`src/spb_pkg.sv`:
```
// spb_pkg: register map, field positions, reset values and types of the serial port.
// assumes a byte-wide register port and a single system clock.
package spb_pkg;
  // register offsets on the plain register port
  localparam logic [2:0] OFF_TX_CTRL = 3'h0;
  localparam logic [2:0] OFF_RX_CTRL = 3'h1;
  localparam logic [2:0] OFF_BAUD_CTRL = 3'h2;
  localparam logic [2:0] OFF_DIV_HIGH = 3'h3;
  localparam logic [2:0] OFF_DIV_LOW = 3'h4;
  localparam logic [2:0] OFF_TX_DATA = 3'h5;
  localparam logic [2:0] OFF_RX_DATA = 3'h6;
  // transmit_status_control fields
  localparam int CLOCK_SOURCE_SELECT = 7;
  localparam int NINE_BIT_TRANSMIT = 6;
  localparam int TRANSMIT_ENABLE = 5;
  localparam int MODE_SELECT = 4;
  localparam int SEND_BREAK = 3;
  localparam int HIGH_SPEED_SELECT = 2;
  localparam int NINTH_TRANSMIT_BIT = 0;
  // receive_status_control fields
  localparam int PORT_ENABLE = 7;
  localparam int NINE_BIT_RECEIVE = 6;
  localparam int SINGLE_RECEIVE_ENABLE = 5;
  localparam int CONTINUOUS_RECEIVE_ENABLE = 4;
  localparam int ADDRESS_DETECT_ENABLE = 3;
  // baud_rate_control fields
  localparam int RECEIVE_POLARITY_SELECT = 5;
  localparam int TRANSMIT_CLOCK_POLARITY_SELECT = 4;
  localparam int WIDE_BAUD_SELECT = 3;
  localparam int WAKEUP_ENABLE = 1;
  localparam int AUTOBAUD_ENABLE = 0;
  // writable masks and reset values of the stored control bits
  localparam logic [7:0] TX_CTRL_WMASK = 8'hFD;
  localparam logic [7:0] RX_CTRL_WMASK = 8'hF8;
  localparam logic [7:0] BAUD_CTRL_WMASK = 8'h3B;
  localparam logic [7:0] CTRL_RST = 8'h00;
  localparam logic [7:0] DIV_RST = 8'h00;
  // timing counts in baud timer ticks and oversample ticks
  localparam logic [1:0] LOW_SPEED_PRESCALE_LAST = 2'h3; // 64 = 4 x 16
  localparam logic [3:0] OVS_LAST = 4'hF;                // 16 samples per bit
  localparam logic [3:0] SAMPLE_FIRST = 4'h7;
  localparam logic [3:0] SAMPLE_DECIDE = 4'h9;
  localparam logic [1:0] SYNC_LEAD_PHASE = 2'h0;         // 4 ticks per clocked bit
  localparam logic [1:0] SYNC_TRAIL_PHASE = 2'h2;
  localparam logic [3:0] BREAK_BITS = 4'hD;              // start plus 11 low, then stop
  localparam logic [9:0] ABD_PRESCALE_SLOW = 10'h1FF;    // 8 bits x 64 clocks
  localparam logic [9:0] ABD_PRESCALE_FAST = 10'h07F;    // 8 bits x 16 clocks
  localparam logic [2:0] ABD_LAST_EDGE = 3'h5;           // 55h gives five falling edges

  typedef enum {RX_IDLE, RX_START, RX_DATA, RX_STOP, RX_SYNC} spb_rx_state_e;

  // pad-facing signals; serial_clock pin doubles as async transmit line
  typedef struct packed {
    logic clk_pin_out;
    logic clk_pin_oe;
    logic data_pin_out;
    logic data_pin_oe;
  } spb_pins_s;
endpackage

```
`src/spb_serial_port.sv`:
```
// spb_serial_port: control, baud timer and serial engines of a universal serial port.
// assumes pads resolve the pin enables; pin inputs are asynchronous to clk_sys.
// Notes on behaviour
// RL1 - port enable off holds baud timer, engines and buffers in reset and releases both pins
// RL2 - clocked mode: clock source select picks master clock or external slave clock
// RL3 - nine-bit selects per direction; ninth transmit bit comes from control register
// RL4 - mode select chooses clocked half-duplex or asynchronous full-duplex operation
// RL5 - send break makes next async frame a 12-bit break; cleared when sent
// RL6 - transmit shift empty reads one when shifter idle; resets to one
// RL7 - clocked mode: any receive enable overrides transmit enable
// RL8 - single receive takes one character in clocked master, then clears itself
// RL9 - continuous receive enables async receiver and overrides single receive when clocked
// RL10 - nine-bit address detect accepts only characters whose ninth bit is one
// RL11 - framing error flag refreshed when the next valid character is loaded
// RL12 - overrun sets error flag; cleared by clearing continuous receive
// RL13 - ninth received bit only captured; parity is software's job
// RL14 - timer rollover during auto-baud sets sticky flag, software clears it
// RL15 - receive idle status reads one when no reception active; resets to one
// RL16 - polarity bits invert async receive data, transmit idle level, or clock idle
// RL17 - wide baud select uses both divisor bytes, otherwise low byte only
// RL18 - wake-up: falling receive edge gives pulse, next rising edge clears enable
// RL19 - auto-baud measures next 55h character, loads divisor, then clears enable
// RL20 - divisor sets free-running timer period; high speed ignored when clocked
// RL21 - any divisor write clears the baud timer at once
// RL22 - divisor of zero unsupported; software must never program it
// RL23 - rate is clock over 64, 16 or 4 times divisor plus one
// RL24 - async receive majority of three samples unless high speed and wide
// RL25 - async frame: start bit, 8 or 9 data bits lsb first, stop bit
`timescale 1ns/1ps
`default_nettype none
module spb_serial_port (
  input wire logic clk_sys,
  input wire logic srst,
  input wire logic [2:0] reg_addr,
  input wire logic [7:0] reg_wdata,
  input wire logic reg_wr,
  input wire logic reg_rd,
  output logic [7:0] reg_rdata,
  input wire logic clk_pin_in,
  input wire logic data_pin_in,
  output spb_pkg::spb_pins_s pins,
  output logic rx_ready,
  output logic tx_ready,
  output logic wake_pulse
);
  logic [7:0] txc, rxc, bdc, div_hi, div_lo, tx_buf, rx_buf;
  logic autobaud_rollover_flag, framing_error_flag, overrun_error_flag, ninth_receive_bit, tx_full, rx_full;
  logic rx_m, rx_s, ck_m, ck_s, rx_prev, ck_prev;
  logic [15:0] brg_cnt;
  logic [1:0] pre_cnt, ph;
  logic ck_act;
  spb_pkg::spb_rx_state_e rx_st;
  logic [3:0] rx_os, rx_bit;
  logic [8:0] rx_sh;
  logic [1:0] maj;
  logic rx_done, rx_fe;
  logic tx_busy, tx_brk, tx_line;
  logic [12:0] tx_sh;
  logic [3:0] tx_left, tx_os;
  logic abd_run, abd_done, abd_ovf_ev;
  logic [2:0] abd_edges;
  logic [9:0] abd_pre;
  logic [15:0] abd_cnt;
  logic wk_armed;

  // control bit aliases
  wire port_enable = rxc[spb_pkg::PORT_ENABLE];
  wire port_rst = srst | ~port_enable; // [RL1]
  wire sync_mode = txc[spb_pkg::MODE_SELECT];
  wire clock_source_select = txc[spb_pkg::CLOCK_SOURCE_SELECT];
  wire tx9 = txc[spb_pkg::NINE_BIT_TRANSMIT];
  wire transmit_enable = txc[spb_pkg::TRANSMIT_ENABLE];
  wire send_break = txc[spb_pkg::SEND_BREAK];
  wire high_speed_select = txc[spb_pkg::HIGH_SPEED_SELECT];
  wire ninth_transmit_bit = txc[spb_pkg::NINTH_TRANSMIT_BIT];
  wire rx9 = rxc[spb_pkg::NINE_BIT_RECEIVE];
  wire single_receive_enable = rxc[spb_pkg::SINGLE_RECEIVE_ENABLE];
  wire continuous_receive_enable = rxc[spb_pkg::CONTINUOUS_RECEIVE_ENABLE];
  wire address_detect_enable = rxc[spb_pkg::ADDRESS_DETECT_ENABLE];
  wire receive_polarity_select = bdc[spb_pkg::RECEIVE_POLARITY_SELECT];
  wire transmit_clock_polarity_select = bdc[spb_pkg::TRANSMIT_CLOCK_POLARITY_SELECT];
  wire wide_baud_select = bdc[spb_pkg::WIDE_BAUD_SELECT];
  wire wakeup_enable = bdc[spb_pkg::WAKEUP_ENABLE];
  wire autobaud_enable = bdc[spb_pkg::AUTOBAUD_ENABLE];

  wire wr_div = reg_wr & (reg_addr == spb_pkg::OFF_DIV_HIGH || reg_addr == spb_pkg::OFF_DIV_LOW);
  wire rd_rxd = reg_rd & (reg_addr == spb_pkg::OFF_RX_DATA);
  wire wr_txd = reg_wr & (reg_addr == spb_pkg::OFF_TX_DATA);

  // mode decode: receive request wins the half-duplex line
  wire sync_rx = sync_mode & (continuous_receive_enable | (single_receive_enable & clock_source_select)); // [RL7] [RL8] [RL9]
  wire tx_allowed = transmit_enable & ~(sync_mode & (continuous_receive_enable | single_receive_enable)); // [RL7]
  wire master = sync_mode & clock_source_select; // [RL2]
  wire async_rx_en = ~sync_mode & continuous_receive_enable & ~overrun_error_flag & ~autobaud_enable & ~wakeup_enable; // [RL9] [RL4]

  // two-flop synchronisers on both pins
  always_ff @(posedge clk_sys) begin
    if (srst) begin
      rx_m <= 1'b1;
      rx_s <= 1'b1;
      ck_m <= 1'b0;
      ck_s <= 1'b0;
    end else begin
      rx_m <= data_pin_in;
      rx_s <= rx_m;
      ck_m <= clk_pin_in;
      ck_s <= ck_m;
    end
  end

  wire rx_lvl = rx_s ^ (receive_polarity_select & ~sync_mode); // [RL16]
  wire ck_lvl = ck_s ^ transmit_clock_polarity_select; // [RL16] slave clock, active high after polarity
  wire rx_fall = rx_prev & ~rx_lvl;
  wire rx_rise = ~rx_prev & rx_lvl;

  // edge history for receive line and slave clock
  always_ff @(posedge clk_sys) begin
    if (port_rst) begin
      rx_prev <= 1'b1;
      ck_prev <= 1'b0;
    end else begin
      rx_prev <= rx_lvl;
      ck_prev <= ck_lvl;
    end
  end

  // free-running baud timer; period is divisor plus one clocks
  wire [15:0] div_val = wide_baud_select ? {div_hi, div_lo} : {8'h00, div_lo}; // [RL17]
  wire brg_tick = (brg_cnt >= div_val);
  always_ff @(posedge clk_sys) begin
    if (port_rst || wr_div || abd_done) begin
      brg_cnt <= 16'h0000; // [RL21]
    end else if (brg_tick) begin
      brg_cnt <= 16'h0000; // [RL20]
    end else begin
      brg_cnt <= brg_cnt + 16'h0001;
    end
  end

  // low-speed 8-bit async needs 64 timer ticks per bit, i.e. 4 ticks per sample
  wire fast = sync_mode | high_speed_select | wide_baud_select; // [RL20] high speed ignored when clocked
  wire os_tick = brg_tick & (fast | pre_cnt == spb_pkg::LOW_SPEED_PRESCALE_LAST); // [RL23]
  always_ff @(posedge clk_sys) begin
    if (port_rst) begin
      pre_cnt <= 2'h0;
    end else if (brg_tick) begin
      pre_cnt <= pre_cnt + 2'h1;
    end
  end

  // clocked-mode edges: master from 4-tick phase counter, slave from the pin
  wire master_run = master & (sync_rx | tx_busy);
  wire lead_ev = master ? (master_run & brg_tick & ph == spb_pkg::SYNC_LEAD_PHASE)
                        : (sync_mode & ck_lvl & ~ck_prev);
  wire trail_ev = master ? (master_run & brg_tick & ph == spb_pkg::SYNC_TRAIL_PHASE)
                         : (sync_mode & ~ck_lvl & ck_prev);
  always_ff @(posedge clk_sys) begin
    if (port_rst || !master_run) begin
      ph <= 2'h0;
      ck_act <= 1'b0;
    end else begin
      if (brg_tick) begin
        ph <= ph + 2'h1; // [RL23] clocked bit is 4 timer periods
      end
      if (lead_ev) begin
        ck_act <= 1'b1;
      end else if (trail_ev) begin
        ck_act <= 1'b0;
      end
    end
  end

  // bit decision at the third sample: majority or single sample
  wire single_smp = high_speed_select & wide_baud_select; // [RL24]
  wire maj3 = (maj[1] & maj[0]) | (maj[1] & rx_lvl) | (maj[0] & rx_lvl);
  wire bitv = single_smp ? maj[0] : maj3; // [RL24]
  wire [3:0] rx_last = rx9 ? 4'h8 : 4'h7; // [RL3]
  wire decide = os_tick & (rx_os == spb_pkg::SAMPLE_DECIDE);
  wire os_end = os_tick & (rx_os == spb_pkg::OVS_LAST);

  // receive engine, async and clocked
  always_ff @(posedge clk_sys) begin
    if (port_rst) begin
      rx_st <= spb_pkg::RX_IDLE;
      rx_os <= 4'h0;
      rx_bit <= 4'h0;
      rx_sh <= 9'h000;
      maj <= 2'h0;
      rx_done <= 1'b0;
      rx_fe <= 1'b0;
    end else begin
      rx_done <= 1'b0;
      if (os_tick) begin
        rx_os <= rx_os + 4'h1;
        if (rx_os >= spb_pkg::SAMPLE_FIRST && rx_os < spb_pkg::SAMPLE_DECIDE) begin
          maj <= {maj[0], rx_lvl};
        end
      end
      case (rx_st)
        spb_pkg::RX_IDLE: begin
          if (sync_rx) begin
            rx_st <= spb_pkg::RX_SYNC;
            rx_bit <= 4'h0;
          end else if (async_rx_en && rx_fall) begin
            rx_st <= spb_pkg::RX_START;
            rx_os <= 4'h0;
          end
        end
        spb_pkg::RX_START: begin
          if (!async_rx_en || (decide && bitv)) begin
            rx_st <= spb_pkg::RX_IDLE; // false start or receiver off
          end else if (os_end) begin
            rx_st <= spb_pkg::RX_DATA;
            rx_bit <= 4'h0;
          end
        end
        spb_pkg::RX_DATA: begin
          if (!async_rx_en) begin
            rx_st <= spb_pkg::RX_IDLE;
          end else begin
            if (decide) begin
              rx_sh <= {bitv, rx_sh[8:1]}; // [RL25] lsb first
            end
            if (os_end) begin
              rx_bit <= rx_bit + 4'h1;
              if (rx_bit == rx_last) begin
                rx_st <= spb_pkg::RX_STOP;
              end
            end
          end
        end
        spb_pkg::RX_STOP: begin
          if (!async_rx_en) begin
            rx_st <= spb_pkg::RX_IDLE;
          end else if (decide) begin
            rx_done <= 1'b1;
            rx_fe <= ~bitv; // [RL25] stop bit must be high
            rx_st <= spb_pkg::RX_IDLE; // leave mid-stop so next start is seen
          end
        end
        spb_pkg::RX_SYNC: begin
          if (!sync_rx) begin
            rx_st <= spb_pkg::RX_IDLE;
          end else if (trail_ev) begin
            rx_sh <= {rx_lvl, rx_sh[8:1]};
            rx_fe <= 1'b0;
            if (rx_bit == rx_last) begin
              rx_done <= 1'b1;
              rx_bit <= 4'h0;
            end else begin
              rx_bit <= rx_bit + 4'h1;
            end
          end
        end
        default: rx_st <= spb_pkg::RX_IDLE;
      endcase
    end
  end

  // receive buffer, error flags; a load beats a same-cycle read clear
  wire [7:0] rx_word = rx9 ? rx_sh[7:0] : rx_sh[8:1];
  wire rx_b8 = rx9 & rx_sh[8]; // [RL13] captured only, no parity check
  wire rx_accept = ~(~sync_mode & rx9 & address_detect_enable & ~rx_b8); // [RL10]
  wire full_eff = rx_full & ~rd_rxd;
  always_ff @(posedge clk_sys) begin
    if (port_rst) begin
      rx_buf <= 8'h00;
      rx_full <= 1'b0;
      framing_error_flag <= 1'b0;
      overrun_error_flag <= 1'b0;
      ninth_receive_bit <= 1'b0;
    end else begin
      if (rx_done && rx_accept && !full_eff) begin
        rx_buf <= rx_word;
        ninth_receive_bit <= rx_b8;
        framing_error_flag <= rx_fe; // [RL11]
        rx_full <= 1'b1;
      end else if (rd_rxd) begin
        rx_full <= 1'b0;
      end
      if (rx_done && rx_accept && full_eff) begin
        overrun_error_flag <= 1'b1; // [RL12] character lost, async receiver stalls
      end else if (!continuous_receive_enable) begin
        overrun_error_flag <= 1'b0; // [RL12]
      end
    end
  end

  // transmit holding buffer
  always_ff @(posedge clk_sys) begin
    if (port_rst) begin
      tx_buf <= 8'h00;
      tx_full <= 1'b0;
    end else if (wr_txd) begin
      tx_buf <= reg_wdata;
      tx_full <= 1'b1;
    end else if (!tx_busy && tx_full && tx_allowed) begin
      tx_full <= 1'b0;
    end
  end

  // transmit shifter: async frames or break on oversample ticks, clocked on edges
  always_ff @(posedge clk_sys) begin
    if (port_rst) begin
      tx_busy <= 1'b0;
      tx_brk <= 1'b0;
      tx_line <= 1'b1;
      tx_sh <= 13'h1FFF;
      tx_left <= 4'h0;
      tx_os <= 4'h0;
    end else if (!tx_busy) begin
      tx_line <= 1'b1;
      if (tx_full && tx_allowed) begin
        tx_busy <= 1'b1;
        tx_os <= 4'h0;
        if (sync_mode) begin
          tx_sh <= {4'hF, ninth_transmit_bit, tx_buf};
          tx_left <= tx9 ? 4'h9 : 4'h8; // [RL3]
          tx_brk <= 1'b0;
        end else if (send_break) begin
          tx_line <= 1'b0;
          tx_sh <= 13'h1FFF; // only the stop level remains after the low bits
          tx_left <= spb_pkg::BREAK_BITS - 4'h1; // [RL5]
          tx_brk <= 1'b1;
        end else begin
          tx_line <= 1'b0; // [RL25] start bit
          tx_sh <= {4'hF, tx9 ? ninth_transmit_bit : 1'b1, tx_buf}; // [RL3]
          tx_left <= tx9 ? 4'hA : 4'h9;
          tx_brk <= 1'b0;
        end
      end
    end else if (sync_mode) begin
      if (lead_ev && tx_left != 4'h0) begin
        tx_line <= tx_sh[0];
        tx_sh <= {1'b1, tx_sh[12:1]};
        tx_left <= tx_left - 4'h1;
      end else if (trail_ev && tx_left == 4'h0) begin
        tx_busy <= 1'b0;
      end
    end else if (os_tick) begin
      tx_os <= tx_os + 4'h1;
      if (tx_os == spb_pkg::OVS_LAST) begin
        if (tx_left == 4'h0) begin
          tx_busy <= 1'b0;
        end else begin
          tx_line <= tx_brk && tx_left > 4'h1 ? 1'b0 : tx_sh[0];
          tx_sh <= {1'b1, tx_sh[12:1]};
          tx_left <= tx_left - 4'h1;
        end
      end
    end
  end
  wire brk_sent = tx_busy & tx_brk & os_tick & tx_os == spb_pkg::OVS_LAST & tx_left == 4'h0;

  // auto-baud: count clock/(8 x multiplier) across the 8 bit times of 55h
  wire abd_mode = autobaud_enable & ~sync_mode; // [RL19]
  wire [9:0] abd_pre_last = fast ? spb_pkg::ABD_PRESCALE_FAST : spb_pkg::ABD_PRESCALE_SLOW;
  assign abd_done = abd_run & rx_fall & (abd_edges == spb_pkg::ABD_LAST_EDGE - 3'h1);
  assign abd_ovf_ev = abd_run & (abd_pre == abd_pre_last) & (abd_cnt == 16'hFFFF); // [RL14]
  always_ff @(posedge clk_sys) begin
    if (port_rst || !abd_mode) begin
      abd_run <= 1'b0;
      abd_edges <= 3'h0;
      abd_pre <= 10'h000;
      abd_cnt <= 16'h0000;
    end else if (!abd_run) begin
      if (rx_fall && abd_edges == 3'h0) begin
        abd_run <= 1'b1; // start bit opens the measurement
        abd_edges <= 3'h1;
      end
    end else begin
      if (rx_fall) begin
        abd_edges <= abd_edges + 3'h1;
      end
      if (abd_done) begin
        abd_run <= 1'b0;
        abd_edges <= 3'h0;
      end
      if (abd_pre == abd_pre_last) begin
        abd_pre <= 10'h000;
        abd_cnt <= abd_cnt + 16'h0001; // rolls over; flag records it
      end else begin
        abd_pre <= abd_pre + 10'h001;
      end
    end
  end
  wire [15:0] abd_div = (abd_cnt == 16'h0000) ? 16'h0000 : abd_cnt - 16'h0001;

  // wake-up watch: pulse on falling edge, disarm on the following rising edge
  wire wk_mode = wakeup_enable & ~sync_mode & port_enable;
  wire wk_clear = wk_mode & wk_armed & rx_rise; // [RL18]
  always_ff @(posedge clk_sys) begin
    if (port_rst || !wk_mode) begin
      wk_armed <= 1'b0;
      wake_pulse <= 1'b0;
    end else begin
      wake_pulse <= rx_fall & ~wk_armed; // [RL18]
      if (rx_fall) begin
        wk_armed <= 1'b1;
      end
    end
  end

  // control registers: software writes, hardware self-clears
  wire single_receive_enable_done = rx_done & sync_mode & clock_source_select & ~continuous_receive_enable; // [RL8]
  always_ff @(posedge clk_sys) begin
    if (srst) begin
      txc <= spb_pkg::CTRL_RST;
      rxc <= spb_pkg::CTRL_RST;
      bdc <= spb_pkg::CTRL_RST;
    end else begin
      if (reg_wr && reg_addr == spb_pkg::OFF_TX_CTRL) begin
        txc <= reg_wdata & spb_pkg::TX_CTRL_WMASK;
      end else if (brk_sent) begin
        txc[spb_pkg::SEND_BREAK] <= 1'b0; // [RL5]
      end
      if (reg_wr && reg_addr == spb_pkg::OFF_RX_CTRL) begin
        rxc <= reg_wdata & spb_pkg::RX_CTRL_WMASK;
      end else if (single_receive_enable_done) begin
        rxc[spb_pkg::SINGLE_RECEIVE_ENABLE] <= 1'b0; // [RL8]
      end
      if (reg_wr && reg_addr == spb_pkg::OFF_BAUD_CTRL) begin
        bdc <= reg_wdata & spb_pkg::BAUD_CTRL_WMASK;
      end else begin
        if (wk_clear) begin
          bdc[spb_pkg::WAKEUP_ENABLE] <= 1'b0; // [RL18]
        end
        if (abd_done) begin
          bdc[spb_pkg::AUTOBAUD_ENABLE] <= 1'b0; // [RL19]
        end
      end
    end
  end

  // rollover flag: hardware set beats a software clear in the same cycle
  always_ff @(posedge clk_sys) begin
    if (srst) begin
      autobaud_rollover_flag <= 1'b0;
    end else if (abd_ovf_ev) begin
      autobaud_rollover_flag <= 1'b1; // [RL14]
    end else if (reg_wr && reg_addr == spb_pkg::OFF_BAUD_CTRL) begin
      autobaud_rollover_flag <= reg_wdata[7];
    end
  end

  // divisor pair: software write or auto-baud result
  always_ff @(posedge clk_sys) begin
    if (srst) begin
      div_hi <= spb_pkg::DIV_RST;
      div_lo <= spb_pkg::DIV_RST;
    end else if (abd_done) begin
      div_hi <= abd_div[15:8]; // [RL19]
      div_lo <= abd_div[7:0];
    end else if (reg_wr && reg_addr == spb_pkg::OFF_DIV_HIGH) begin
      div_hi <= reg_wdata;
    end else if (reg_wr && reg_addr == spb_pkg::OFF_DIV_LOW) begin
      div_lo <= reg_wdata;
    end
  end

  // status views
  wire transmit_shift_empty = ~tx_busy; // [RL6]
  wire receive_idle_status = (rx_st == spb_pkg::RX_IDLE) & ~abd_run; // [RL15]

  // read port: data valid in the cycle after the strobe; unmapped reads zero
  always_ff @(posedge clk_sys) begin
    if (srst) begin
      reg_rdata <= 8'h00;
    end else if (reg_rd) begin
      if (reg_addr == spb_pkg::OFF_TX_CTRL) begin
        reg_rdata <= {txc[7:2], transmit_shift_empty, txc[0]};
      end else if (reg_addr == spb_pkg::OFF_RX_CTRL) begin
        reg_rdata <= {rxc[7:3], framing_error_flag, overrun_error_flag, ninth_receive_bit};
      end else if (reg_addr == spb_pkg::OFF_BAUD_CTRL) begin
        reg_rdata <= {autobaud_rollover_flag, receive_idle_status, bdc[5:3], 1'b0, bdc[1:0]};
      end else if (reg_addr == spb_pkg::OFF_DIV_HIGH) begin
        reg_rdata <= div_hi;
      end else if (reg_addr == spb_pkg::OFF_DIV_LOW) begin
        reg_rdata <= div_lo;
      end else if (reg_addr == spb_pkg::OFF_RX_DATA) begin
        reg_rdata <= rx_buf;
      end else begin
        reg_rdata <= 8'h00;
      end
    end else begin
      reg_rdata <= 8'h00;
    end
  end

  // pin drive, registered; disabled port floats both pins
  always_ff @(posedge clk_sys) begin
    if (port_rst) begin
      pins <= '0; // [RL1]
    end else if (!sync_mode) begin
      pins.clk_pin_out <= tx_line ^ transmit_clock_polarity_select; // [RL16] idle level follows polarity
      pins.clk_pin_oe <= 1'b1;
      pins.data_pin_out <= 1'b0;
      pins.data_pin_oe <= 1'b0;
    end else begin
      pins.clk_pin_out <= ck_act ^ transmit_clock_polarity_select; // [RL16] [RL2]
      pins.clk_pin_oe <= master;
      pins.data_pin_out <= tx_line;
      pins.data_pin_oe <= tx_busy; // [RL4] half-duplex
    end
  end

  assign rx_ready = rx_full;
  assign tx_ready = port_enable & transmit_enable & ~tx_full;
endmodule
`default_nettype wire
```
`config.mk`:
```
export PLATFORM = sky130hd
export DESIGN_NAME = spb_serial_port
export DESIGN_NICKNAME = d
export VERILOG_FILES = /design/src/spb_pkg.sv /design/src/spb_serial_port.sv
export SDC_FILE = /design/constraint.sdc
export NUM_CORES = 1
export LEC_CHECK = 0
export ABC_AREA = 1
export BUFFER_PORTS_ARGS = -buffer_cell sky130_fd_sc_hd__clkbuf_2
export CORE_ASPECT_RATIO = 1.25
export CORE_UTILIZATION = 62
export DETAILED_ROUTE_END_ITERATION = 7
export PLACE_DENSITY_LB_ADDON = 0.1
export SLEW_MARGIN = 10
export SYNTH_ARGS = -nofsm -noshare
export SYNTH_HDL_FRONTEND = slang
export SYNTH_SLANG_ARGS = --single-unit
```
`constraint.sdc`:
```
create_clock -name clk_sys -period 2.31 [get_ports clk_sys]
set_input_delay 0.462 -clock clk_sys [delete_from_list [all_inputs] [get_ports clk_sys]]
set_output_delay 0.462 -clock clk_sys [all_outputs]
set_load 0.05 [all_outputs]
```
Word-level counts from Yosys, hierarchy flattened
Cells that the tools add are included.
{"block": "op_classes", "add_sub_neg": 11, "magnitude_cmp": 4, "n_eq_ne": 44, "n_mux": 128, "bitwise": 88, "reduce_logical": 69}
{"op": "32-bit two-way mux", "n": 10}
{"op": "32-bit case mux with 5 select lines", "n": 1}
{"op": "4-bit two-way mux", "n": 25}
{"op": "8-bit two-way mux", "n": 12}
{"op": "13-bit two-way mux", "n": 7}
{"op": "32-bit by 2-bit equality test with 1-bit output, second input constant", "n": 2}
{"op": "32-bit logical NOT", "n": 2}
{"op": "9-bit two-way mux", "n": 7}
{"op": "1-bit bitwise AND", "n": 55}
{"op": "1-bit two-way mux", "n": 51}
{"op": "16-bit by 1-bit adder with 16-bit output, second input constant", "n": 2}
{"op": "32-bit by 1-bit equality test with 1-bit output, second input constant", "n": 1}
{"op": "32-bit by 3-bit equality test with 1-bit output, second input constant", "n": 1}
{"op": "16-bit two-way mux", "n": 2}
{"op": "2-bit nonzero test", "n": 14}
{"op": "2-bit != test, second input constant", "n": 13}
{"op": "1-bit NOT", "n": 20}
{"op": "1-bit logical AND", "n": 18}
{"op": "3-bit two-way mux", "n": 6}
{"op": "3-bit != test, second input constant", "n": 6}
{"op": "9-bit case mux with 2 select lines", "n": 1}
{"op": "16-bit equality test, second input constant", "n": 1}
{"op": "16-bit >= comparator", "n": 1}
{"op": "16-bit logical NOT", "n": 1}
{"op": "38 further kinds", "n": 85}
{"block": "word_totals", "regBits": 203, "output_inout_bits": 15, "wordCells": 395}

Logic depth before layout (Yosys ltp)
Gate-level depths: netlist of the first run.
{"block": "depth", "depth_word": 13, "ltp_mapped": 19, "depth_no_buf": 19}

Worst setup path after synthesis of the first run
OpenSTA, ideal clock, no wires.
{"block": "synth_timing", "path_kind": "reg-to-reg", "startpoint": "register bdc[3]", "endpoint": "register tx_sh[1]", "setup_ps": 134, "arrival_ps": 1972, "t_required_ps": 2176, "slack_ps": 205, "path_stages_with_launch": 14, "path_buffers": 2, "synth_period_minus_slack_ps": 2105, "cell_sequence": "dfxtp_1 > buf_4 > nand2_1 > ha_1 > nand2_1 > nor3_1 > nand2_1 > nand2_4 > nand2_2 > o21ai_2 > nand3_2 > buf_2 > nand2_1 > nand3_1"}
{"block": "synth_via", "elab_chain_cells": 8, "elab_cells_between_ends": 12}
{"item": "start: declaration", "line_no": "spb_serial_port.sv:46", "source": "logic [7:0] txc, rxc, bdc, div_hi, div_lo, tx_buf, rx_buf;"}
{"item": "start signal: assignment", "line_no": "spb_serial_port.sv:410", "source": "bdc <= spb_pkg::CTRL_RST;"}
{"item": "start signal: assignment", "line_no": "spb_serial_port.sv:423", "source": "bdc <= reg_wdata & spb_pkg::BAUD_CTRL_WMASK;"}
{"item": "16-bit two-way mux", "line_no": "spb_serial_port.sv:128", "source": "wire [15:0] div_val = wide_baud_select ? {div_hi, div_lo} : {8'h00, div_lo};"}
{"item": "16-bit >= comparator", "line_no": "spb_serial_port.sv:129", "source": "wire brg_tick = (brg_cnt >= div_val);"}
{"item": "1-bit bitwise AND (2 in series)", "line_no": "spb_serial_port.sv:153", "source": "wire lead_ev = master ? (master_run & brg_tick & ph == spb_pkg::SYNC_LEAD_PHASE)"}
{"item": "1-bit two-way mux", "line_no": "spb_serial_port.sv:153"}
{"item": "1-bit logical AND", "line_no": "spb_serial_port.sv:333", "source": "if (lead_ev && tx_left != 4'h0) begin"}
{"item": "3-bit by 2-bit != test with 1-bit output (no source line)"}
{"item": "5-bit AND reduction (no source line) *"}
{"item": "end signal: assignment", "line_no": "spb_serial_port.sv:327", "source": "tx_sh <= {4'hF, tx9 ? ninth_transmit_bit : 1'b1, tx_buf};"}
{"item": "end signal: assignment", "line_no": "spb_serial_port.sv:335", "source": "tx_sh <= {1'b1, tx_sh[12:1]};"}
{"item": "end signal: assignment", "line_no": "spb_serial_port.sv:347", "source": "tx_sh <= {1'b1, tx_sh[12:1]};"}
{"item": "end: declaration", "line_no": "spb_serial_port.sv:58", "source": "logic [12:0] tx_sh;"}
Every way passes the cells marked *; elsewhere a longest branch is shown, timed or not.
A chain may end at the register's enable or synchronous reset.

Worst setup path in the final report of the first run
{"block": "layout_timing", "startpoint": "register div_lo[6]", "endpoint": "register tx_sh[5]"}
{"block": "layout_via", "elab_chain_cells": 8, "elab_cells_between_ends": 10}
{"item": "start: declaration", "line_no": "spb_serial_port.sv:46"}
{"item": "start signal: assignment", "line_no": "spb_serial_port.sv:450", "source": "div_lo <= spb_pkg::DIV_RST;"}
{"item": "start signal: assignment", "line_no": "spb_serial_port.sv:453", "source": "div_lo <= abd_div[7:0];"}
{"item": "start signal: assignment", "line_no": "spb_serial_port.sv:457", "source": "div_lo <= reg_wdata;"}
{"item": "16-bit two-way mux *", "line_no": "spb_serial_port.sv:128"}
{"item": "16-bit >= comparator *", "line_no": "spb_serial_port.sv:129"}
{"item": "1-bit bitwise AND (2 in series)", "line_no": "spb_serial_port.sv:153"}
{"item": "1-bit two-way mux", "line_no": "spb_serial_port.sv:153"}
{"item": "1-bit logical AND", "line_no": "spb_serial_port.sv:333"}
{"item": "3-bit by 2-bit != test with 1-bit output (no source line)"}
{"item": "5-bit AND reduction (no source line) *"}
Marks and branches as above.

==> summary by stage, run 1 <==
STA
The number of hold-slack violations in the final timing report came to 0. The final number of setup-violating endpoints is 0. The clock skew after layout is between 8 and 9 ps. For the pin with the worst max-slew slack, the measured transition is about 460 ps.

The tightest hold path in the finished design has a slack of 198 ps. The smallest setup slack after layout is 169 ps. The share of the clock period used by the worst path after layout is between 90% and 100%. The achievable clock frequency is around 0.47 GHz. Headroom to the max-slew limit came out at between 60% and 70%.

The final-report max-slew violation count was 0. The worst path in the final design needs a cycle of 2140 ps, including I/O delays and setup. Setup total negative slack on the finished layout was measured at 0 ps.

Placement
The area of placed instances is between 9000 and 10000 µm². Once placement completed, the tool counted placed cells totaling roughly 1500. The number of input and output port buffers inserted is 31. The routability congestion estimate is about 0.9.

Detailed placement finished with a half-perimeter wire length of between 15000 and 20000 µm. The worst slack at placement is -25.3 ps.

Clocking
The total clock buffers created by CTS is 17. The buffer depth of the longest clock path is 2. The number of clock sinks seen by CTS is 170. Clock latency on the worst-skew pair, taken at its later pin, is around 440 ps. The CTS tree is done. After clock tree synthesis, the clock-pin slew on the worst setup and hold paths is around 70 ps.

The number of H-tree levels is 4. The cell sitting at the root of the clock tree is a sky130_fd_sc_hd__clkbuf_16.

Drt
The detailed router finished its first iteration with 682 violations. After detailed routing, the number of vias per cell comes to between 5 and 6. The number of antenna-violating nets in the routed design is 0.

The post-detailed-routing wire length is 21900 µm. The first-pass iteration count of the detailed router is 5. The number of design rule violations left after detail routing is 0. The detailed router placed 8319 vias in this run. The average detailed-routed wire length per instance is 14.7 µm.

Yosys
The async set-reset flop share out of synthesis is 0%. The synthesis-stage register bit count is 170. The share of synthesized area in the top cell type comes to 38.8%. The number of warnings reported in the yosys synthesis log is 0. A synthesized cell averages approximately 7 µm². When the netlist entered floorplanning its net count stood at around 1300. The number of flops mapped to enable cells by yosys is 0.

In the post-synthesis netlist, the biggest area contributors are sky130_fd_sc_hd__dfxtp_1 (39%), sky130_fd_sc_hd__nand2_1 (9.8%), sky130_fd_sc_hd__nor2_1 (6.7%). The number of distinct library cells after synthesis is 47. The cell type contributing the most total cell area after synthesis is sky130_fd_sc_hd__dfxtp_1. In this run the cell area of the synthesized design comes to just under 9000 µm².

Among all flip-flop cells after synthesis, the most frequent one is sky130_fd_sc_hd__dfxtp_1. Sequential cells were found to cover between 30% and 40% of the synthesized design area. Synthesis produced a netlist whose cell count is approximately 1300.

Critical path
Along the worst path, the maximum fanout reaches 6. The worst flop-to-flop path endpoint is tx_sh[5]. The most critical setup path has its startpoint at div_lo[6]. The critical path data arrival time is 2450 ps. The cell count of the worst reg-to-reg path is 16. The worst setup path category is reg -> reg.

The type of element capturing the critical path is a flip-flop. Data on the critical path is required at its endpoint by ~2600 ps. The worst register-to-register path has a setup slack of 170 ps. The startpoint type of the worst setup path is a flip-flop. The worst register-to-register path begins at div_lo[6].

Global route
The overall routing resource usage is 30.7%. The residual overflow from global routing is 0. The via count of the first global-routing pass is about 7400.

The pin count of the biggest net entering global routing is 45. The initial antenna violation count is 0. The first global-routing pass estimated approximately 35000 µm of wire.

Final layout
The share of cells above drive strength 1 is about an eighth. The post-route non-filler standard cell count is around 1500. Leaving out fill and tap cells, the most frequent cell in the layout is sky130_fd_sc_hd__nand2_1. Fill cells in the final layout number 1174. The design area is 10000 µm². The footprint of the multi-input gates is 4660 µm². Leaving out fill and tap cells, the most frequent cells in the layout are sky130_fd_sc_hd__nand2_1 (226), sky130_fd_sc_hd__dfxtp_1 (165), sky130_fd_sc_hd__nor2_1 (156), sky130_fd_sc_hd__inv_1 (144), sky130_fd_sc_hd__a21oi_1 (114). The antenna diode count is 0.

The combined flip-flop and latch cell area is between 3000 and 4000 µm². The area growth from synthesis to layout is 14.2%. For this run, the post-layout net count is about 1400.

Floorplanning
The total core area is roughly 14000 µm². After floorplanning, the core was divided into 48 placement rows. In this run the vertical extent of the chip is 135 µm. The floorplan step defined a die boundary enclosing around 15000 µm². Once the floorplan was initialized, standard cells occupied between 60% and 70% of the core. In this run the count of I/O pins placed on the die edge is 32.

In this run the horizontal extent of the chip is 108 µm.

Pwr
Across the VDD grid, the largest voltage drop is around 540 µV. Power spread over the standard cell area amounts to roughly 630 nW/µm². The total leakage power is 3.97 nW.

Worst hold path
The cell count of the worst hold path is 2. In this run the worst hold path is classified as in -> reg. The end point of the worst hold path is rx_m. The launch instance of the worst min-delay path is data_pin_in.

Run status
The flow ran to the end, and the final reports show no timing, DRC or antenna violations.

Job
The number of maximum-capacitance constraint violations is 0.
cells by family after synthesis:
| family | share of synthesized area, % |
|---|---|
| flops | 38.8 |
| simple gates | 28.5 |
| buf+inv | 8.91 |
| fa+ha+maj | 4.57 |
| mux | 0.114 |
| compound gates | 16.3 |
| xor+xnor | 2.70 |
critical path, stage by stage (launching register included):
cell	delay [ps]
sky130_fd_sc_hd__dfxtp_2	330
sky130_fd_sc_hd__inv_1	80
sky130_fd_sc_hd__ha_1	280
sky130_fd_sc_hd__nand2_1	50
sky130_fd_sc_hd__inv_1	60
sky130_fd_sc_hd__nand2_1	70
sky130_fd_sc_hd__nor2_1	100
sky130_fd_sc_hd__nor2_1	40
sky130_fd_sc_hd__nand2_1	50
sky130_fd_sc_hd__nand2_1	80
sky130_fd_sc_hd__nand2_4	130
sky130_fd_sc_hd__nand2_2	130
sky130_fd_sc_hd__o21ai_4	200
sky130_fd_sc_hd__nand3_4	120
sky130_fd_sc_hd__buf_4	160
sky130_fd_sc_hd__nand2_1	50
sky130_fd_sc_hd__nand3_1	70
metal layers:
| layer | track usage (%) | up-vias | wire (µm) |
|---|---|---|---|
| li1 | - | 4233 | - |
| met1 | 39.5 | 3822 | 9870 |
| met2 | 50.9 | 225 | 10500 |
| met3 | 5.12 | 39 | 1030 |
| met4 | 12.4 | 0 | 533 |
| met5 | 0 | - | 0 |
through the flow:
step	total power [W]	util (%)
CTS	0.00635	71.6
floorplan	0.00323	-
global route	0.00651	72.4
finish	0.00635	72.4
global placement	0.00335	67.0
detailed placement	0.00335	67.0
cell usage after synthesis, types with 7 or more instances:
cell type and n:
sky130_fd_sc_hd__nand2_1 229, sky130_fd_sc_hd__inv_2 17, sky130_fd_sc_hd__a21oi_1 115, sky130_fd_sc_hd__o21ai_1 13
sky130_fd_sc_hd__a31oi_1 14, sky130_fd_sc_hd__buf_2 9, sky130_fd_sc_hd__nor3b_1 8, sky130_fd_sc_hd__inv_1 146
sky130_fd_sc_hd__nand4_1 24, sky130_fd_sc_hd__nor3_2 9, sky130_fd_sc_hd__nand3_1 67, sky130_fd_sc_hd__clkbuf_1 19
sky130_fd_sc_hd__nor2_1 156, sky130_fd_sc_hd__xor2_1 22, sky130_fd_sc_hd__dfxtp_1 170, sky130_fd_sc_hd__ha_1 32
sky130_fd_sc_hd__o21ai_0 89, sky130_fd_sc_hd__nor3_1 34, sky130_fd_sc_hd__o22ai_1 7
final cells by class:
type	count	share of cell area [%]
Multi-Input combinational cell	883	46.6
Clock buffer	21	4.70
Clock inverter	11	1.60
Sequential cell	170	34.1
Tap cell	175	2.19
Inverter	165	6.24
Timing Repair Buffer	68	4.60
flip-flops by register name, indices dropped and copies added, names as in the netlist, 9 cells and up:
signal / flops
abd_cnt: 16
abd_pre: 10
brg_cnt: 16
rx_sh: 9
tx_sh: 9
power by group:
part	internal, W	total (W)	switching, W	leakage [nW]
Combinational	0.000100	0.000313	0.000213	2.29
Clock	0.00181	0.00306	0.00125	0.308
Sequential	0.00296	0.00298	0.0000232	1.38
Total	0.00487	0.00635	0.00149	3.97
worst max path at each step:
stage | to | cells after the start
final | tx_sh[5] | 16
after global routing | rx_bit[3] | 17
after CTS | tx_sh[0] | 18
after detailed placement | rx_sh[8] | 12
after global placement | tx_left[1] | 15
after floorplan | tx_sh[1] | 13
timing repair:
action / in CTS / in global routing
hold buffers: 0 / 0
endpoints found under the hold margin: 0 / 0
endpoints found under the setup margin: 23 / 44
pin swaps: 0 / 5
setup buffers: 0 / 1
resized for setup: 1 / 26
Power figures use the tool's default switching activity.
==> inputs of run 2 (changes only) <==
CORE_UTILIZATION = 65   (was 62)
HOLD_SLACK_MARGIN = 0.03   (was default)
SLEW_MARGIN = 20   (was 10)
clock period = 2.75 ns   (was 2.31 ns; I/O delays follow)
==> summary by stage, run 2 (synthesized netlist as in run 1, its figures left out) <==
Global route
The global routing's busiest layer is met2 (unchanged). The pin count of the biggest net entering global routing is 45 (unchanged). The met1 usage in global routing is 40.7% (was 39.5%). The via count of the first global-routing pass is 7791 (was 7428). The initial antenna violation count is 0 (unchanged). The global-route met2 utilization was 55.8% (was 50.9%). The global-route track usage on met3 is 7.17% (was 5.12%).

The overall routing resource usage is 32.9% (was 30.7%). The first-pass GRT wire length is 36600 µm (was 35100 µm). The residual overflow from global routing is 0 (unchanged).

Critical path
The origin of the critical flop-to-flop path was txc[4] (was div_lo[6]). The type of element capturing the critical path is a flip-flop (unchanged). The worst setup path category is reg -> reg (unchanged). The launching element of the worst setup path is txc[4] (was div_lo[6]). The worst flop-to-flop path endpoint is brg_cnt[15] (was tx_sh[5]). The startpoint type of the worst setup path was a flip-flop (unchanged). The worst path required time is 3060 ps (was 2620 ps).

The cell count of the worst reg-to-reg path was 12 (was 16). The largest fanout on the critical path is 16 (was 6). The setup slack of the worst register-to-register path is 320 ps (was 170 ps).

The critical path data arrival time is 2750 ps (was 2450 ps).

Drt
The routed via count is 8488 (was 8319). The number of antenna-violating nets in the routed design came to 0 (unchanged). The number of design rule violations left after detail routing is 0 (unchanged). The average detailed-routed wire length per instance came to 15.2 µm (was 14.7 µm). The ratio of routed vias to standard cells is 5.78 (was 5.57).

The post-detailed-routing wire length came to 22300 µm (was 21900 µm). The first-pass iteration count of the detailed router is 5 (unchanged). The first-iteration detailed-routing DRC count is 687 (was 682).

Pwr
The total power consumption of the routed design is 0.00529 W (was 0.00635 W). The worst vdd rail ir drop came to 437 µV (was 537 µV). The total leakage power is 3.85 nW (was 3.97 nW). The ratio of total power to cell area is 544 nW/µm² (was 635 nW/µm²).

Worst hold path
The kind of path behind the tightest hold check is in -> reg (unchanged). The launch instance of the worst min-delay path is data_pin_in (unchanged). The cell count of the worst hold path came to 2 (unchanged). The end point of the worst hold path is rx_m (unchanged).

STA
The achievable clock frequency is 0.411 GHz (was 0.467 GHz). The final-report max-slew violation count was 0 (unchanged). The actual transition at the worst max-transition pin is 690 ps (was 460 ps). The smallest setup slack after layout is 315 ps (was 169 ps). The summed negative setup slack over all endpoints is 0 ps (unchanged). The clock skew after layout is 9.50 ps (was 8.06 ps). The share of the clock period used by the worst path after layout is 88.5% (was 92.7%). Setup repair after global routing left no endpoint under its margin.

The number of hold-slack violations in the final timing report is 0 (unchanged). The clock period minus final worst setup slack came to 2430 ps (was 2140 ps). The relative slew slack was 53.9% (was 69.3%). The final number of setup-violating endpoints is 0 (unchanged).

Floorplanning
The total core area is 13200 µm² (was 13800 µm²). The I/O pin total is 32 (unchanged). The initial standard-cell utilization of the core was 66.5% (was 63.4%). The overall die height is 132 µm (was 135 µm).

The area of the die is 13900 µm² (was 14600 µm²). The row count is 47 (was 48). The chip width was 106 µm (was 108 µm).

Placement
The detailed-placement wirelength estimate came to 16000 µm (was 16200 µm). The area of placed instances came to 9100 µm² (was 9260 µm²). The placed cell count was 1437 (was 1460). The worst slack at placement is 167 ps (was -25.3 ps). The number of input and output port buffers inserted is 31 (unchanged). The routability congestion estimate is 0.925 (was 0.900).

Final layout
Largest registers: abd_cnt (16), brg_cnt (16), abd_pre (10) (unchanged). The design area was 9730 µm² (was 10000 µm²). The most common cell after layout, fill and taps aside is sky130_fd_sc_hd__nand2_1 (unchanged). Commonest cells after routing, fill and taps aside: sky130_fd_sc_hd__nand2_1 (229), sky130_fd_sc_hd__dfxtp_1 (169), sky130_fd_sc_hd__nor2_1 (156), sky130_fd_sc_hd__inv_1 (146), sky130_fd_sc_hd__a21oi_1 (115) (was sky130_fd_sc_hd__nand2_1 (226), sky130_fd_sc_hd__dfxtp_1 (165), sky130_fd_sc_hd__nor2_1 (156), sky130_fd_sc_hd__inv_1 (144), sky130_fd_sc_hd__a21oi_1 (114)). The antenna diode count is 0 (unchanged). The count of fill cells added during filler insertion is 1102 (was 1174). The post-route non-filler standard cell count is 1469 (was 1493). The area growth from synthesis to layout is 11.0% (was 14.2%). The share of cells above drive strength 1 was 10.4% (was 12.8%). The combined flip-flop and latch cell area is 3400 µm² (was 3410 µm²). The net total in the final layout is 1334 (was 1354). The footprint of the multi-input gates is 4580 µm² (was 4660 µm²).

Clocking
The number of clock sinks seen by CTS came to 170 (unchanged). The buffer depth of the longest clock path is 2 (unchanged). The buffer cell driving the clock tree root is sky130_fd_sc_hd__clkbuf_16 (unchanged). The number of buffers inserted by post-CTS setup repair is 0 (unchanged). The number of H-tree levels was 4 (unchanged). The total clock buffers created by CTS is 17 (unchanged).

The clock network latency to the later pin of the worst-skew pair is 440 ps (about the same). The number of buffers inserted by hold repair at cts is 0 (unchanged). The clock edge transition at the registers on the reported setup and hold paths is 70 ps (about the same). The CTS tree is done (unchanged).

Job
The number of maximum-capacitance constraint violations came to 0 (unchanged).

Run status
Outcome: complete, no violations (unchanged).
-- run 2: area by class of cell --
type,instances,share of cell area [%]
Tap cell,171,2.20
Clock inverter,12,1.70
Clock buffer,20,4.70
Timing Repair Buffer,48,2.91
Inverter,165,6.37
Multi-Input combinational cell,883,47.1
Sequential cell,170,35.0
-- run 2: how the worst max path moves through the flow --
stage	end	slack, ps	cells past startpoint
6_report	brg_cnt[15]	320	12
5_1_grt	rx_bit[1]	90	14
4_1_cts	tx_sh[7]	140	14
3_5_place_dp	tx_sh[5]	170	14
3_3_place_gp	tx_sh[4]	290	14
2_1_floorplan	tx_sh[1]	640	13
-- run 2: per-stage QoR --
stage               hold WS, ps  utilization (%)
floorplan                   388                -
global placement            407             69.1
detailed placement          409             69.1
CTS                         290             73.8
global route                289             73.8
finish                      291             73.8
-- run 2: worst max-delay path: stages (launching register included) --
cell                      delay [ps]
sky130_fd_sc_hd__dfxtp_1         390
sky130_fd_sc_hd__inv_2           230
sky130_fd_sc_hd__nand3_1         110
sky130_fd_sc_hd__nand2_1         200
sky130_fd_sc_hd__inv_2           100
sky130_fd_sc_hd__nor2_4          120
sky130_fd_sc_hd__nand2_2          90
sky130_fd_sc_hd__nor3_2          290
sky130_fd_sc_hd__inv_2           210
sky130_fd_sc_hd__nand2_2         100
sky130_fd_sc_hd__nor2_1           50
sky130_fd_sc_hd__nand3_2         290
sky130_fd_sc_hd__nor2_1          100
-- run 2: repair_timing --
item,CTS,global route
endpoints found under the setup margin,0,12
endpoints found under the hold margin,0,0
gates resized for setup,0,2
-- run 2: report_power, final --
part | internal (W) | leakage, nW | switching (W)
clock network | 0.00149 | 0.299 | 0.00105
registers | 0.00248 | 1.37 | 0.0000187
logic | 0.0000701 | 2.18 | 0.000176
total | 0.00404 | 3.85 | 0.00124
-- run 2: routing by layer --
layer,up-vias,share of wire [%]
met1,3945,43
met5,-,0
met3,60,5.3
met4,0,2.8
met2,282,48
li1,4201,-
